--- config.mk ---
export PLATFORM = sky130hd
export DESIGN_NAME = sequence_trigger_selector
export DESIGN_NICKNAME = d
export VERILOG_FILES = /design/src/hdl/seq_trig_pkg.sv /design/src/hdl/sequence_trigger_selector.sv /design/src/hdl/threshold_compare.sv /design/src/hdl/reference_window.sv
export VERILOG_INCLUDE_DIRS = /design/src /design/src/hdl
export SDC_FILE = /design/constraint.sdc
export NUM_CORES = 1
export LEC_CHECK = 0
export ABC_CLOCK_PERIOD_IN_PS = 6400
export BUFFER_PORTS_ARGS = -buffer_cell sky130_fd_sc_hd__clkbuf_2
export CAP_MARGIN = 25
export CORE_MARGIN = 2
export CORE_UTILIZATION = 52
export DETAILED_ROUTE_END_ITERATION = 8
export HOLD_SLACK_MARGIN = 0.08
export PLACE_DENSITY = 0.76
export SLEW_MARGIN = 10
export SYNTH_ARGS = -nofsm -noshare
export SYNTH_HDL_FRONTEND = slang
export SYNTH_SLANG_ARGS = --single-unit
--- constraint.sdc ---
create_clock -name clk -period 6.4 [get_ports clk]
set_clock_uncertainty 0.15 [all_clocks]
set_input_delay 0 -clock clk [delete_from_list [all_inputs] [get_ports clk]]
set_output_delay 0 -clock clk [all_outputs]
set_load 0.05 [all_outputs]
--- src/hdl/seq_trig_defs.svh ---
// constants for the sequence trigger selector: codes, widths and timing counts
`ifndef SEQ_TRIG_DEFS_SVH
`define SEQ_TRIG_DEFS_SVH

`define SEL_W            7
`define SEL_NONE         7'h00
`define SEL_DI_FIRST     7'h01
`define SEL_DI_LAST      7'h05
`define SEL_TF_FIRST     7'h16
`define SEL_DLY_ONLY     7'h1a
`define SEL_DI_DLY_FIRST 7'h1b
`define SEL_LAST         7'h3b

`define DLY_W            16
`define DLY_TICK_NS      100000000
`define CLK_PERIOD_NS    8
`define DLY_TICK_CYCLES  (`DLY_TICK_NS / `CLK_PERIOD_NS)

`define NEAR_PCT         4
`define ON_PCT           1
`define PCT_FULL         100

`endif

--- src/hdl/seq_trig_pkg.sv ---
// types shared by the sequence trigger selector files
package seq_trig_pkg;
  typedef enum logic [1:0] {
    DLY_IDLE    = 2'b00,
    DLY_RUN     = 2'b01,
    DLY_ELAPSED = 2'b10
  } dly_state_t;
endpackage : seq_trig_pkg

--- src/hdl/sequence_trigger_selector.sv ---
// trigger source selector for one state of the drive sequence machine
`timescale 1ns/1ns
`default_nettype none
`include "seq_trig_defs.svh"
// How it works
// codes 1..5 follow digital inputs one to five, high fires
// codes 6..9: analog one/two below low or above high, pair one
// code 10: analog one or two below first low threshold
// code 11: analog one below low one and analog two above high one
// 12: a1 below low one or input five; 13: a2 above high one or input five
// codes 14..21 repeat 6..13 with the second threshold pair
// codes 22..25 follow timed function outputs one to four
// code 26 fires once the state change delay has fully elapsed
// codes 27..31: digital input one..five or delay elapsed
// codes 32..35: a1>h1, a1<l1, a1>h2, a2<l2, each or delay elapsed
// codes 36..38 supervision over flags, 39..41 under flags
// codes 42..47: supervision flag of 36..41 or delay elapsed
// code 48 counter above limit, code 49 counter below limit
// code 50 follows the sequence logic result
// code 51 fires when speed error is within 4% of max reference
// code 52 fires when speed error is within 1% of max reference
// codes 53..56: input five and a1 below low1, low2, above high1, high2
// codes 57..59: input four and a1 below low1, low2, above high1
// delay counts 0.1 s steps from entry into the state
// code 0 gives no trigger; both selectors zero freezes the state
// undefined codes give no trigger
module sequence_trigger_selector
  import seq_trig_pkg::*;
#(
  parameter int AW              = 16,
  parameter int RW              = 16,
  parameter int CW              = 16,
  parameter int DLY_TICK_CYCLES = `DLY_TICK_CYCLES
) (
  input  wire logic                        clk,
  input  wire logic                        rst_n,
  input  wire logic [`SEL_W-1:0]           trigger_select,
  input  wire logic [`SEL_W-1:0]           alt_trigger_select,
  input  wire logic                        state_entry,
  input  wire logic [`DLY_W-1:0]           state_change_delay,
  input  wire logic [4:0]                  digital_inputs,
  input  wire logic signed [AW-1:0]        analog_input_one,
  input  wire logic signed [AW-1:0]        analog_input_two,
  input  wire logic signed [AW-1:0]        first_low_threshold,
  input  wire logic signed [AW-1:0]        first_high_threshold,
  input  wire logic signed [AW-1:0]        second_low_threshold,
  input  wire logic signed [AW-1:0]        second_high_threshold,
  input  wire logic [3:0]                  timed_function_output,
  input  wire logic [2:0]                  supervision_over_flag,
  input  wire logic [2:0]                  supervision_under_flag,
  input  wire logic [CW-1:0]               pulse_counter_value,
  input  wire logic [CW-1:0]               counter_limit,
  input  wire logic                        sequence_logic_result,
  input  wire logic signed [RW-1:0]        actual_speed,
  input  wire logic signed [RW-1:0]        speed_reference,
  input  wire logic [RW-1:0]               max_reference,
  output logic                             trigger,
  output logic                             state_frozen,
  output logic                             delay_elapsed
);

  //////////////////////////////////////////////////////////////////////////////
  // elaboration checks

  // refused at elaboration: a one-bit signed level cannot hold a threshold
  if (AW < 2 || RW < 2 || CW < 1) begin : g_bad_width
    $error("sequence_trigger_selector: widths too small");
  end
  if (DLY_TICK_CYCLES < 1) begin : g_bad_tick
    $error("sequence_trigger_selector: tick must be at least one cycle");
  end

  localparam int TW = (DLY_TICK_CYCLES > 1) ? $clog2(DLY_TICK_CYCLES) : 1;
  localparam logic [TW-1:0] TICK_LAST = TW'(DLY_TICK_CYCLES - 1);

  //////////////////////////////////////////////////////////////////////////////
  // analog comparisons

  logic a1_lo1, a1_hi1, a2_lo1, a2_hi1;
  logic a1_lo2, a1_hi2, a2_lo2, a2_hi2;

  threshold_compare #(.AW(AW)) u_a1_p1 (
    .value      (analog_input_one),
    .low_thr    (first_low_threshold),
    .high_thr   (first_high_threshold),
    .below_low  (a1_lo1),
    .above_high (a1_hi1)
  );
  threshold_compare #(.AW(AW)) u_a2_p1 (
    .value      (analog_input_two),
    .low_thr    (first_low_threshold),
    .high_thr   (first_high_threshold),
    .below_low  (a2_lo1),
    .above_high (a2_hi1)
  );
  threshold_compare #(.AW(AW)) u_a1_p2 (
    .value      (analog_input_one),
    .low_thr    (second_low_threshold),
    .high_thr   (second_high_threshold),
    .below_low  (a1_lo2),
    .above_high (a1_hi2)
  );
  threshold_compare #(.AW(AW)) u_a2_p2 (
    .value      (analog_input_two),
    .low_thr    (second_low_threshold),
    .high_thr   (second_high_threshold),
    .below_low  (a2_lo2),
    .above_high (a2_hi2)
  );

  //////////////////////////////////////////////////////////////////////////////
  // speed versus reference windows

  logic near_reference_condition;
  logic on_reference_condition;

  reference_window #(.RW(RW)) u_ref (
    .actual_speed    (actual_speed),
    .speed_reference (speed_reference),
    .max_reference   (max_reference),
    .near_ok         (near_reference_condition),
    .on_ok           (on_reference_condition)
  );

  //////////////////////////////////////////////////////////////////////////////
  // state change delay timer

  dly_state_t          dly_state_q, dly_state_d;
  logic [TW-1:0]       tick_q, tick_d;
  logic [`DLY_W-1:0]   dcount_q, dcount_d;

  // restarts on every state entry; a zero delay counts as elapsed at once
  always_comb begin
    dly_state_d = dly_state_q;
    tick_d      = tick_q;
    dcount_d    = dcount_q;
    if (state_entry) begin
      tick_d      = '0;
      dcount_d    = '0;
      dly_state_d = (state_change_delay == '0) ? DLY_ELAPSED : DLY_RUN;
    end else begin
      unique case (dly_state_q)
        DLY_IDLE: begin
          dly_state_d = DLY_IDLE;
        end
        DLY_RUN: begin
          // one count per 0.1 s tick
          if (tick_q == TICK_LAST) begin
            tick_d   = '0;
            dcount_d = dcount_q + 1'b1;
            if (dcount_q + 1'b1 >= state_change_delay)
              dly_state_d = DLY_ELAPSED;
          end else begin
            tick_d = tick_q + 1'b1;
          end
        end
        DLY_ELAPSED: begin
          dly_state_d = DLY_ELAPSED;
        end
        default: begin
          dly_state_d = DLY_IDLE;
        end
      endcase
    end
  end

  always_ff @(posedge clk) begin
    if (!rst_n) begin
      dly_state_q <= DLY_IDLE;
      tick_q      <= '0;
      dcount_q    <= '0;
    end else begin
      dly_state_q <= dly_state_d;
      tick_q      <= tick_d;
      dcount_q    <= dcount_d;
    end
  end

  logic dly_done;
  assign dly_done = (dly_state_q == DLY_ELAPSED);

  //////////////////////////////////////////////////////////////////////////////
  // source selection

  logic [4:0] di;
  logic       digital_input_four, digital_input_five;
  logic [5:0] spv;
  logic       trig_d, frozen_d;

  assign di  = digital_inputs;
  assign digital_input_four = di[3];
  assign digital_input_five = di[4];
  assign spv = {supervision_under_flag, supervision_over_flag};

  // one flat decode keeps the code-to-source map easy to audit
  always_comb begin
    trig_d = 1'b0;
    unique case (trigger_select)
      7'h00: trig_d = 1'b0;
      7'h01, 7'h02, 7'h03, 7'h04, 7'h05:
        trig_d = di[3'(trigger_select - `SEL_DI_FIRST)];
      7'h06: trig_d = a1_lo1;
      7'h07: trig_d = a1_hi1;
      7'h08: trig_d = a2_lo1;
      7'h09: trig_d = a2_hi1;
      7'h0a: trig_d = a1_lo1 | a2_lo1;
      7'h0b: trig_d = a1_lo1 & a2_hi1;
      7'h0c: trig_d = a1_lo1 | digital_input_five;
      7'h0d: trig_d = a2_hi1 | digital_input_five;
      7'h0e: trig_d = a1_lo2;
      7'h0f: trig_d = a1_hi2;
      7'h10: trig_d = a2_lo2;
      7'h11: trig_d = a2_hi2;
      7'h12: trig_d = a1_lo2 | a2_lo2;
      7'h13: trig_d = a1_lo2 & a2_hi2;
      7'h14: trig_d = a1_lo2 | digital_input_five;
      7'h15: trig_d = a2_hi2 | digital_input_five;
      7'h16, 7'h17, 7'h18, 7'h19:
        trig_d = timed_function_output[2'(trigger_select - `SEL_TF_FIRST)];
      7'h1a: trig_d = dly_done;
      7'h1b, 7'h1c, 7'h1d, 7'h1e, 7'h1f:
        trig_d = di[3'(trigger_select - `SEL_DI_DLY_FIRST)] | dly_done;
      7'h20: trig_d = a1_hi1 | dly_done;
      7'h21: trig_d = a1_lo1 | dly_done;
      7'h22: trig_d = a1_hi2 | dly_done;
      7'h23: trig_d = a2_lo2 | dly_done;
      7'h24, 7'h25, 7'h26, 7'h27, 7'h28, 7'h29:
        trig_d = spv[3'(trigger_select - 7'h24)];
      7'h2a, 7'h2b, 7'h2c, 7'h2d, 7'h2e, 7'h2f:
        trig_d = spv[3'(trigger_select - 7'h2a)] | dly_done;
      7'h30: trig_d = pulse_counter_value > counter_limit;
      7'h31: trig_d = pulse_counter_value < counter_limit;
      7'h32: trig_d = sequence_logic_result;
      7'h33: trig_d = near_reference_condition;
      7'h34: trig_d = on_reference_condition;
      7'h35: trig_d = digital_input_five & a1_lo1;
      7'h36: trig_d = digital_input_five & a1_lo2;
      7'h37: trig_d = digital_input_five & a1_hi1;
      7'h38: trig_d = digital_input_five & a1_hi2;
      7'h39: trig_d = digital_input_four & a1_lo1;
      7'h3a: trig_d = digital_input_four & a1_lo2;
      7'h3b: trig_d = digital_input_four & a1_hi1;
      default: trig_d = 1'b0;
    endcase
    // no transition can ever leave the state while both selectors are off
    frozen_d = (trigger_select == `SEL_NONE) && (alt_trigger_select == `SEL_NONE);
  end

  // registered outputs: one cycle from input to trigger
  always_ff @(posedge clk) begin
    if (!rst_n) begin
      trigger       <= 1'b0;
      state_frozen  <= 1'b0;
      delay_elapsed <= 1'b0;
    end else begin
      trigger       <= trig_d;
      state_frozen  <= frozen_d;
      delay_elapsed <= dly_done;
    end
  end

endmodule // sequence_trigger_selector
`default_nettype wire

--- src/hdl/threshold_compare.sv ---
// one analog input compared against a low and a high threshold
`timescale 1ns/1ns
`default_nettype none
module threshold_compare #(
  parameter int AW = 16
) (
  input  wire logic signed [AW-1:0] value,
  input  wire logic signed [AW-1:0] low_thr,
  input  wire logic signed [AW-1:0] high_thr,
  output logic                      below_low,
  output logic                      above_high
);
  // strict comparisons: equal to a threshold fires neither side
  assign below_low  = value < low_thr;
  assign above_high = value > high_thr;
endmodule // threshold_compare
`default_nettype wire

--- src/hdl/reference_window.sv ---
// checks the speed error against a percentage of the maximum reference
`timescale 1ns/1ns
`default_nettype none
`include "seq_trig_defs.svh"
module reference_window #(
  parameter int RW = 16
) (
  input  wire logic signed [RW-1:0] actual_speed,
  input  wire logic signed [RW-1:0] speed_reference,
  input  wire logic        [RW-1:0] max_reference,
  output logic                      near_ok,
  output logic                      on_ok
);
  logic signed [RW+1:0] diff;
  logic        [RW+1:0] abs_diff;
  logic        [RW+8:0] err_scaled;
  logic        [RW+8:0] near_lim;
  logic        [RW+8:0] on_lim;

  // compare err*100 against max*pct, avoiding a divider
  always_comb begin
    diff       = {{2{actual_speed[RW-1]}}, actual_speed} - {{2{speed_reference[RW-1]}}, speed_reference};
    abs_diff   = diff[RW+1] ? (RW+2)'(-diff) : (RW+2)'(diff);
    err_scaled = (RW+9)'(abs_diff) * (RW+9)'(`PCT_FULL);
    near_lim   = (RW+9)'(max_reference) * (RW+9)'(`NEAR_PCT);
    on_lim     = (RW+9)'(max_reference) * (RW+9)'(`ON_PCT);
    near_ok    = err_scaled <= near_lim;
    on_ok      = err_scaled <= on_lim;
  end
endmodule // reference_window
`default_nettype wire

======== Word level (Yosys, flattened, before mapping) ========
Cells that the tools add are included.
word-level totals
  flip-flop bits (word level) ............. 45
  word-level logic and storage cells ...... 150
  input bits .............................. 225
  output and inout bits ................... 3
operators by class
  $mul .................................... 1
  magnitude comparators ................... 18
  reductions and logical operators ........ 12
  equality and inequality tests ........... 64
  add/sub/neg operators ................... 9
  mux-type cells .......................... 18
  bitwise gates (word level) .............. 22
operator list
  kind                                                                           number
  7-bit by 6-bit == test with 1-bit output (second input constant)               28
  7-bit by 5-bit == test with 1-bit output (second input constant)               16
  16-bit greater-than comparator                                                 5
  16-bit less-than comparator                                                    5
  7-bit by 4-bit == test with 1-bit output (second input constant)               8
  1-bit one-hot mux with 38 select lines                                         1
  7-bit by 3-bit == test with 1-bit output (second input constant)               4
  25-bit by 16-bit <= comparator with 1-bit output                               1
  25-bit by 18-bit <= comparator with 1-bit output                               1
  24-bit by 1-bit adder with 24-bit output (second input constant)               1
  24-bit == test (second input constant)                                         1
  24-bit two-way mux                                                             1
  18-bit by 5-bit multiplier with 23-bit output (second input constant)          1
  18-bit two-way mux                                                             1
  18-bit negation                                                                1
  16-bit by 16-bit subtractor with 17-bit output                                 1
  16-bit by 1-bit adder with 16-bit output (second input constant)               1
  16-bit greater-or-equal comparator                                             1
  16-bit logical NOT                                                             1
  3-bit by 4-bit less-than comparator with 1-bit output (second input constant)  4
  7-bit by 2-bit == test with 1-bit output (second input constant)               2
  7-bit logical NOT                                                              2
  1-bit binary-select mux with 3-bit select                                      4
  1-bit bitwise OR                                                               12
  other kinds (21)                                                               41

======== Longest topological paths before layout ========
Gate-level depths: netlist of the first run.
  word-level depth ........................ 6
  mapped depth ............................ 35
  mapped depth without buffers ............ 34

======== Hierarchy ========
A second synthesis of the first run with hierarchy kept.
unflattened totals
  cell total of the unflattened synthesis .. 1,455
  area, all modules ....................... 11,030.6 sq um
by module, submodules not included
  module                     area an instance (sq um)  instances  cells an instance  seq. area each (sq um)
  reference_window           3,940.0                   1          512                0.0
  sequence_trigger_selector  3,882.5                   1          495                900.9
  threshold_compare          802.0                     4          112                0.0

======== Least setup slack after synthesis of the first run ========
OpenSTA, ideal clock, no wires.
  path type ............................... input to register
  start point ............................. input port actual_speed[0]
  end point ............................... register trigger
  library setup time ...................... 74 ps
  path slack .............................. -449 ps
  stages on the path ...................... 34
  arrival time ............................ 6,625 ps
  buffers on the path ..................... 0
  required time ........................... 6,176 ps
  cells stage by stage .................... inv_1 -> ha_1 -> fa_1 -> nor2b_2 -> o2111ai_2 -> a32o_1 -> o311ai_1 -> a21oi_1 -> nand2b_1 -> a31oi_1 -> nor2_1 -> xnor2_1 -> ha_1 -> ha_1 -> inv_1 -> fa_1 -> inv_1 -> ha_1 -> nor2b_1 -> o31ai_1 -> a211oi_1 -> o21ai_0 -> nor3b_1 -> nor3_1 -> ha_1 -> nand4_1 -> nor3_1 -> a41oi_1 -> nor2_1 -> a31o_2 -> nor3_1 -> a2111oi_0 -> nand4_1 -> o21ai_0
on the way
  cells in the longest elaborated chain, start to end .. 6
  elaborated cells on any way between the ends .. 7
  those cells by class .................... 2 x add/sub; 1 x mul; 2 x order compare; 2 x mux
ends and longest elaborated chain
  element                                                                                                               line                                            RTL
  start, declared                                                                                                       sequence_trigger_selector.sv:54                 input wire logic signed [RW-1:0] actual_speed,
  16-bit by 16-bit subtractor with 17-bit output *                                                                      reference_window.sv:22                          diff = {{2{actual_speed[RW-1]}}, actual_speed} - {{2{speed_reference[RW-1]}}, speed_reference};
  18-bit negation                                                                                                       reference_window.sv:23                          abs_diff = diff[RW+1] ? (RW+2)'(-diff) : (RW+2)'(diff);
  18-bit two-way mux *                                                                                                  reference_window.sv:23
  18-bit by 5-bit multiplier with 23-bit output *                                                                       reference_window.sv:24                          err_scaled = (RW+9)'(abs_diff) * (RW+9)'(`PCT_FULL);
  25-bit by 16-bit <= comparator with 1-bit output or 25-bit by 18-bit <= comparator with 1-bit output (tied branches)  reference_window.sv:28, reference_window.sv:27
  1-bit one-hot mux with 38 select lines *                                                                              sequence_trigger_selector.sv:198                unique case (trigger_select)
  end signal, assigned                                                                                                  sequence_trigger_selector.sv:256                trigger <= trig_d;
  end, declared                                                                                                         sequence_trigger_selector.sv:57                 output logic trigger,
Every way passes the cells marked *; elsewhere a longest branch is shown, timed or not.
A chain may end at the register's enable or synchronous reset.

======== Worst setup path in the final report of the first run ========
Ends and elaborated chain as after synthesis.

==> impl_metrics.tcl, run 1 <==
set metrics [dict create \
    crit_fanout 3 \
    critical_path_class "in2reg" \
    crit_start "actual_speed[0]" \
    fin_crit_ns 6.521 \
    wl_per_cell_um 15.31 \
    grt_pass1_vias 11110 \
    post-route-period-util_pct 101.9 \
    relSlewSlack_pct 42.50 \
    drt_iter0_markers 613 \
    clkSlewWorstSetupHoldPaths_ns 0.06 \
    worst_slew_pin_slew_ns 0.8626 \
    status "finished with violations" \
    synth-seq-cells 45 \
    reg2regPathDepth 15 \
    vias_per_cell 5.663 \
    ys_seq_area_share_pct 8.228 \
    synth_warnings 0 \
    timing.rr.end "dly_state_q[0]" \
    drive_gt1_share_pct 24.99 \
    max_cap_viol_count 0 \
    syn-cell-area_um2 10950 \
    yosysMostFrequentCell "ha_1" \
    critPathRequiredTime_ns 6.47 \
    worstPathArrival_ns 6.59 \
    ys_top_cells_by_area "ha_1, dfxtp_1, inv_1" \
    cpPeakStageDelay_ns 0.49 \
    drt_wl_total_um 31210 \
    start_kind "input port" \
    yosysTopAreaCellShare_pct 30.85 \
    final_hold_viol_count 0 \
    grt_max_degree 27 \
    num_rows 53 \
    clock-sinks 45 \
    area_growth_pct 25.05 \
    pre_cts_ws_ns -0.6051 \
    numCtsBuffers 5 \
    peakVddDrop_v 0.0005846 \
    setup_ws_ns -0.1205 \
    worstSetupEndpointType "flop" \
    slew_viol_final 0 \
    r2r_start "dcount_q[0]" \
    cp_common_cell "ha_1" \
    min_path_cells 4 \
    placedInstanceArea_um2 13130 \
    io_buffers 227 \
    synth_edf_count 0 \
    die_y_um 149.1 \
    io_pins 228 \
    rsz0062_at_grt "yes" \
    track_usage_pct 27.62 \
    num_vias 11550 \
    setup_violations 1 \
    met2_usage_pct 47.88 \
    syn_inst 1434 \
    dp.final_hpwl_um 26550 \
    core_um2 20820 \
    clock_path_buffers 2 \
    cpMaxStageDelayCell "fa_1" \
    grtUsageMet1_pct 36.27 \
    start_util_pct 52.58 \
    antenna_found_initial 3 \
    rrSetupSlack_ns 2.48 \
    die-area_um2 22230 \
    detail-route-antenna-nets 0 \
    synth_cell_type_count 85 \
    synth_area_leader_cell "ha_1" \
    grt_pass1_wl_um 50920 \
    final_net_count 2269 \
    die_x_um 149.1 \
    failed_checks "negative setup slack" \
    cellPowerDensity_nw_per_um2 440.1 \
    design_area_um2 13690 \
    fin_util_pct 65.76 \
    cp-endpoint "trigger" \
    synthFlopType "dfxtp_1" \
    synthArstFlopShare_pct 0 \
    cts_tree "yes" \
    grt_util_met3_pct 3.119 \
    clockRootBuffer "clkbuf_16" \
    first_pass_iters 5 \
    grt.busiest_layer "met2" \
    clk_latency_ns 0.29 \
    drcViolationCount 0 \
    fmax_mhz 153.4 \
    nFillCells 1773 \
    globalplace.congestion 0.9881 \
    avgSynthCellArea_um2 7.635 \
    leakagePower_uw 0.007110 \
    htree_levels 2 \
    yosys-top-cells-count "ha_1, inv_1, nor2_1" \
    worstHoldPathType "in2reg" \
    grt_overflow_total 0 \
]
## worst min path at each step
stage | startpoint | endpoint
after global routing | trigger_select[6] | trigger
after global placement | alt_trigger_select[1] | state_frozen
after floorplan | rst_n | delay_elapsed
final | trigger_select[6] | trigger
after CTS | trigger_select[6] | trigger
after detailed placement | alt_trigger_select[2] | state_frozen
## cell usage in the layout (no fill, tap or decap), types with 6 or more instances in the layout
cell type	count
a21o_1	29
buf_4	112
and2_1	8
o211ai_1	14
dlygate4sd3_1	6
nor2_1	107
xor2_1	47
xnor2_1	42
nor3_1	21
nor3b_1	7
nand2_1	81
a2111oi_0	7
or3_1	9
nand4_1	38
o21ai_1	11
inv_1	202
and3_1	12
ha_1	264
or2_2	8
a21oi_1	81
nor2b_1	18
fa_1	12
a31oi_1	14
clkbuf_2	227
a31o_2	6
o21ai_0	37
nand2b_1	20
mux2i_1	6
dfxtp_1	45
a211oi_1	12
and4_1	12
o21a_1	14
a21oi_2	7
nand3_1	47
nor4_1	23
o31ai_1	10
## kinds of logic after synthesis
group	after synthesis	synth area share [%]
xor gates and xnor gates	95	7.599
other	2	0.06859
buffers and inverters	235	8.159
adders and majority gates	284	33.41
DFF	45	8.228
AOI/OAI and AO/OA	311	19.29
muxes	12	1.680
and+or+nand+nor	450	21.56
## sequential cells by signal, summed over array words and instances, names as in the netlist
signal / flops
delay_elapsed: 1
state_frozen: 1
tick_q: 24
dly_state_q: 2
dcount_q: 16
trigger: 1
## where the power goes
group	internal, uW	switching [uW]	leakage, uW
logic	2730	2760	0.00667
clock network	145	110	0.0000738
registers	282	1.07	0.000363
total	3160	2870	0.00711
## layer usage
layer  wire [um]  part of all wire, %
met1       14280                   46
met2       14370                   46
met3        1759                  5.6
met4         794                  2.5
met5           0                    0
## what timing repair did
| item | CTS | global route |
|---|---|---|
| endpoints found under the hold margin | 4 | 0 |
| buffers inserted | 18 | 1 |
| gates resized for setup | 32 | 15 |
| pin swaps | 41 | 14 |
| setup endpoints to repair | 1 | 1 |
| hold buffers | 6 | 0 |
## worst max-delay path, delay by kind of cell
| kind | cells | cell delay [ns] |
|---|---|---|
| xor+xnor | 1 | 0.15 |
| simple gates | 10 | 1.63 |
| compound gates | 13 | 2.16 |
| fa+ha+maj | 7 | 2.13 |
| buf+inv | 6 | 0.51 |
## stage by stage
stage               TNS [ns]  hold slack [ns]  std cells  power [uW]
global placement     -0.4997           0.1044       2003        5014
detailed placement   -0.6051           0.1001       2003        5113
global route         -0.5280           0.2005       2037        6696
finish               -0.1205           0.1892       2039        6026
floorplan                  0         -0.02271       1435        3489
CTS                        0           0.1675       2035        5824
## cell type report
class / instances / area [um2] / share of cell area (%)
inverters: 207 / 777.0 / 5.675
multi-input cells: 1155 / 9467 / 69.14
well taps: 275 / 344.1 / 2.513
clock buffers: 5 / 125.1 / 0.9138
flip-flops and latches: 45 / 900.9 / 6.580
clock inverters: 3 / 22.52 / 0.1645
diodes: 3 / 7.507 / 0.05483
repair buffers: 346 / 2048 / 14.96
(Power assumes the default switching activity.)
==> run 2: changes to the inputs <==
--- a/config.mk
+++ b/config.mk
@@ -13,6 +13,7 @@
 export CORE_UTILIZATION = 52
 export DETAILED_ROUTE_END_ITERATION = 8
 export HOLD_SLACK_MARGIN = 0.08
+export MAX_ROUTING_LAYER = met4
 export PLACE_DENSITY = 0.76
 export SLEW_MARGIN = 10
 export SYNTH_ARGS = -nofsm -noshare
==> run 2 against run 1 <==
The flow still finishes with violations (negative setup slack). Clock power up 4%. Design area is 0.33% higher. Worst hold slack worse by 0.0051 ns. Flip-flop and latch count unchanged. Critical path depth is 1 lower. Maximum frequency down 1.5%. Total power rose by 0.93%. Combinational power increased by 0.9%. Global-route usage rose by 0.77 points. Critical endpoint unchanged. Largest cell class unchanged. Largest power group unchanged. Highest routed layer unchanged.
==> impl_metrics.tcl, run 2 (same netlist as run 1, synthesis figures left out) <==
set metrics [dict create \
    peakVddDrop_v 0.0007326 \
    clockRootBuffer "clkbuf_16" \
    worstHoldPathType "in2reg" \
    clock-sinks 45 \
    crit_start "actual_speed[0]" \
    dp.final_hpwl_um 26760 \
    globalplace.congestion 0.9787 \
    grt_pass1_wl_um 50870 \
    largestRegisters "tick_q (24), dcount_q (16), dly_state_q (2)" \
    final_cell_mix "ha_1, clkbuf_2, inv_1" \
    leakagePower_uw 0.007134 \
    htree_levels 2 \
    drt_iter0_markers 658 \
    tns_ns -0.2190 \
    area_growth_pct 25.46 \
    worst_slew_pin_slew_ns 0.8797 \
    antenna_found_initial 7 \
    path_delay_family "compound AO/OA/AOI/OAI gates" \
    num_rows 53 \
    clk_latency_ns 0.29 \
    slew_viol_final 0 \
    min_path_cells 4 \
    clkSlewWorstSetupHoldPaths_ns 0.07 \
    fmax_mhz 151.1 \
    grt_overflow_total 0 \
    cp.depth 36 \
    grt_max_degree 27 \
    die_x_um 149.1 \
    die-area_um2 22230 \
    die_y_um 149.1 \
    worstHoldEndpoint "trigger" \
    max_cap_viol_count 0 \
    setup_violations 1 \
    timing.rr.end "dly_state_q[0]" \
    r2r_start "dcount_q[0]" \
    critPathBufInv 7 \
    hp-start "trigger_select[6]" \
    cpPeakStageDelay_ns 0.49 \
    critPathRequiredTime_ns 6.48 \
    final_net_count 2271 \
    io_pins 228 \
    fin_crit_ns 6.619 \
    worstSetupEndpointType "flop" \
    vias_per_cell 5.666 \
    grt_pass1_vias 11150 \
    critical_path_class "in2reg" \
    core_um2 20820 \
    failed_checks "negative setup slack" \
    post-route-period-util_pct 103.4 \
    crit_fanout 5 \
    numCtsBuffers 5 \
    first_pass_iters 5 \
    start_util_pct 52.58 \
    rsz0062_at_grt "yes" \
    start_kind "input port" \
    drcViolationCount 0 \
    worstPathArrival_ns 6.69 \
    detail-route-antenna-nets 0 \
    largest_reg_flops 24 \
    dp.cells 2002 \
    cellPowerDensity_nw_per_um2 442.7 \
    setup_ws_ns -0.2190 \
    status "finished with violations" \
    cts_tree "yes" \
    rrSetupSlack_ns 2.48 \
    io_buffers 227 \
    num_vias 11590 \
    clock_path_buffers 2 \
    track_usage_pct 28.39 \
    wl_per_cell_um 15.42 \
    layout_commonest_cell "ha_1" \
    relSlewSlack_pct 41.36 \
    reg2regPathDepth 15 \
    final_hold_viol_count 0 \
    instances_no_fill 2045 \
    drt_wl_total_um 31530 \
    top_register "tick_q" \
    cpMaxStageDelayCell "fa_1" \
    drive_gt1_share_pct 24.90 \
]
==> run 2: repair_timing <==
item	in CTS	in global routing
hold endpoints to repair	4	0
hold buffers	6	0
buffers inserted	17	5
gates resized for setup	19	28
pin swaps	30	34
endpoints found under the setup margin	1	1
==> run 2: per-stage QoR <==
stage          area, um2  setup WS, ns  hold WS, ns  utilization (%)  power (uW)
3_3_place_gp       13120       -0.4876       0.1032            63.00        5066
2_1_floorplan      11070      0.003540     -0.02271                -        3489
5_1_grt            13740       -0.5540       0.1796            65.97        6717
3_5_place_dp       13120       -0.6344       0.1060            63.00        5179
4_1_cts            13550      0.007710       0.1402            65.05        5688
6_report           13740       -0.2190       0.1840            65.97        6082
==> run 2: how the worst max path moves through the flow <==
stage / to
2_1_floorplan: trigger
5_1_grt: trigger
6_report: trigger
3_5_place_dp: trigger
3_3_place_gp: trigger
4_1_cts: trigger
==> run 2: routing by layer <==
| layer | share of wire [%] | up-vias | global-route usage [%] | wire [um] |
|---|---|---|---|---|
| met5 | 0 | - | - | 0 |
| met4 | 2.0 | 0 | 7.238 | 643 |
| met3 | 6.6 | 57 | 3.578 | 2080 |
| met2 | 47 | 375 | 48.04 | 14800 |
| met1 | 44 | 5321 | 35.91 | 14000 |
| li1 | - | 5834 | - | - |
==> run 2: tightest hold or removal path, delay by kind of cell <==
family | cells | cell delay, ns
buffers and inverters | 1 | 0.20
AO/OA/AOI/OAI | 3 | 0.38
==> run 2: report_power, final <==
part | switching (uW) | leakage, uW | internal, uW
Sequential | 0.940 | 0.000363 | 281
Clock | 118 | 0.0000702 | 146
Combinational | 2780 | 0.00670 | 2750
Total | 2900 | 0.00713 | 3180
==> run 2: area by class of cell <==
| class | instances | area (um2) |
|---|---|---|
| multi-input cells | 1155 | 9473 |
| fillers | 1822 | 7086 |
| repair buffers | 348 | 2076 |
| flip-flops and latches | 45 | 900.9 |
| inverters | 207 | 779.5 |
| well taps | 275 | 344.1 |
| clock buffers | 5 | 125.1 |
| clock inverters | 3 | 21.27 |
| diodes | 7 | 17.52 |
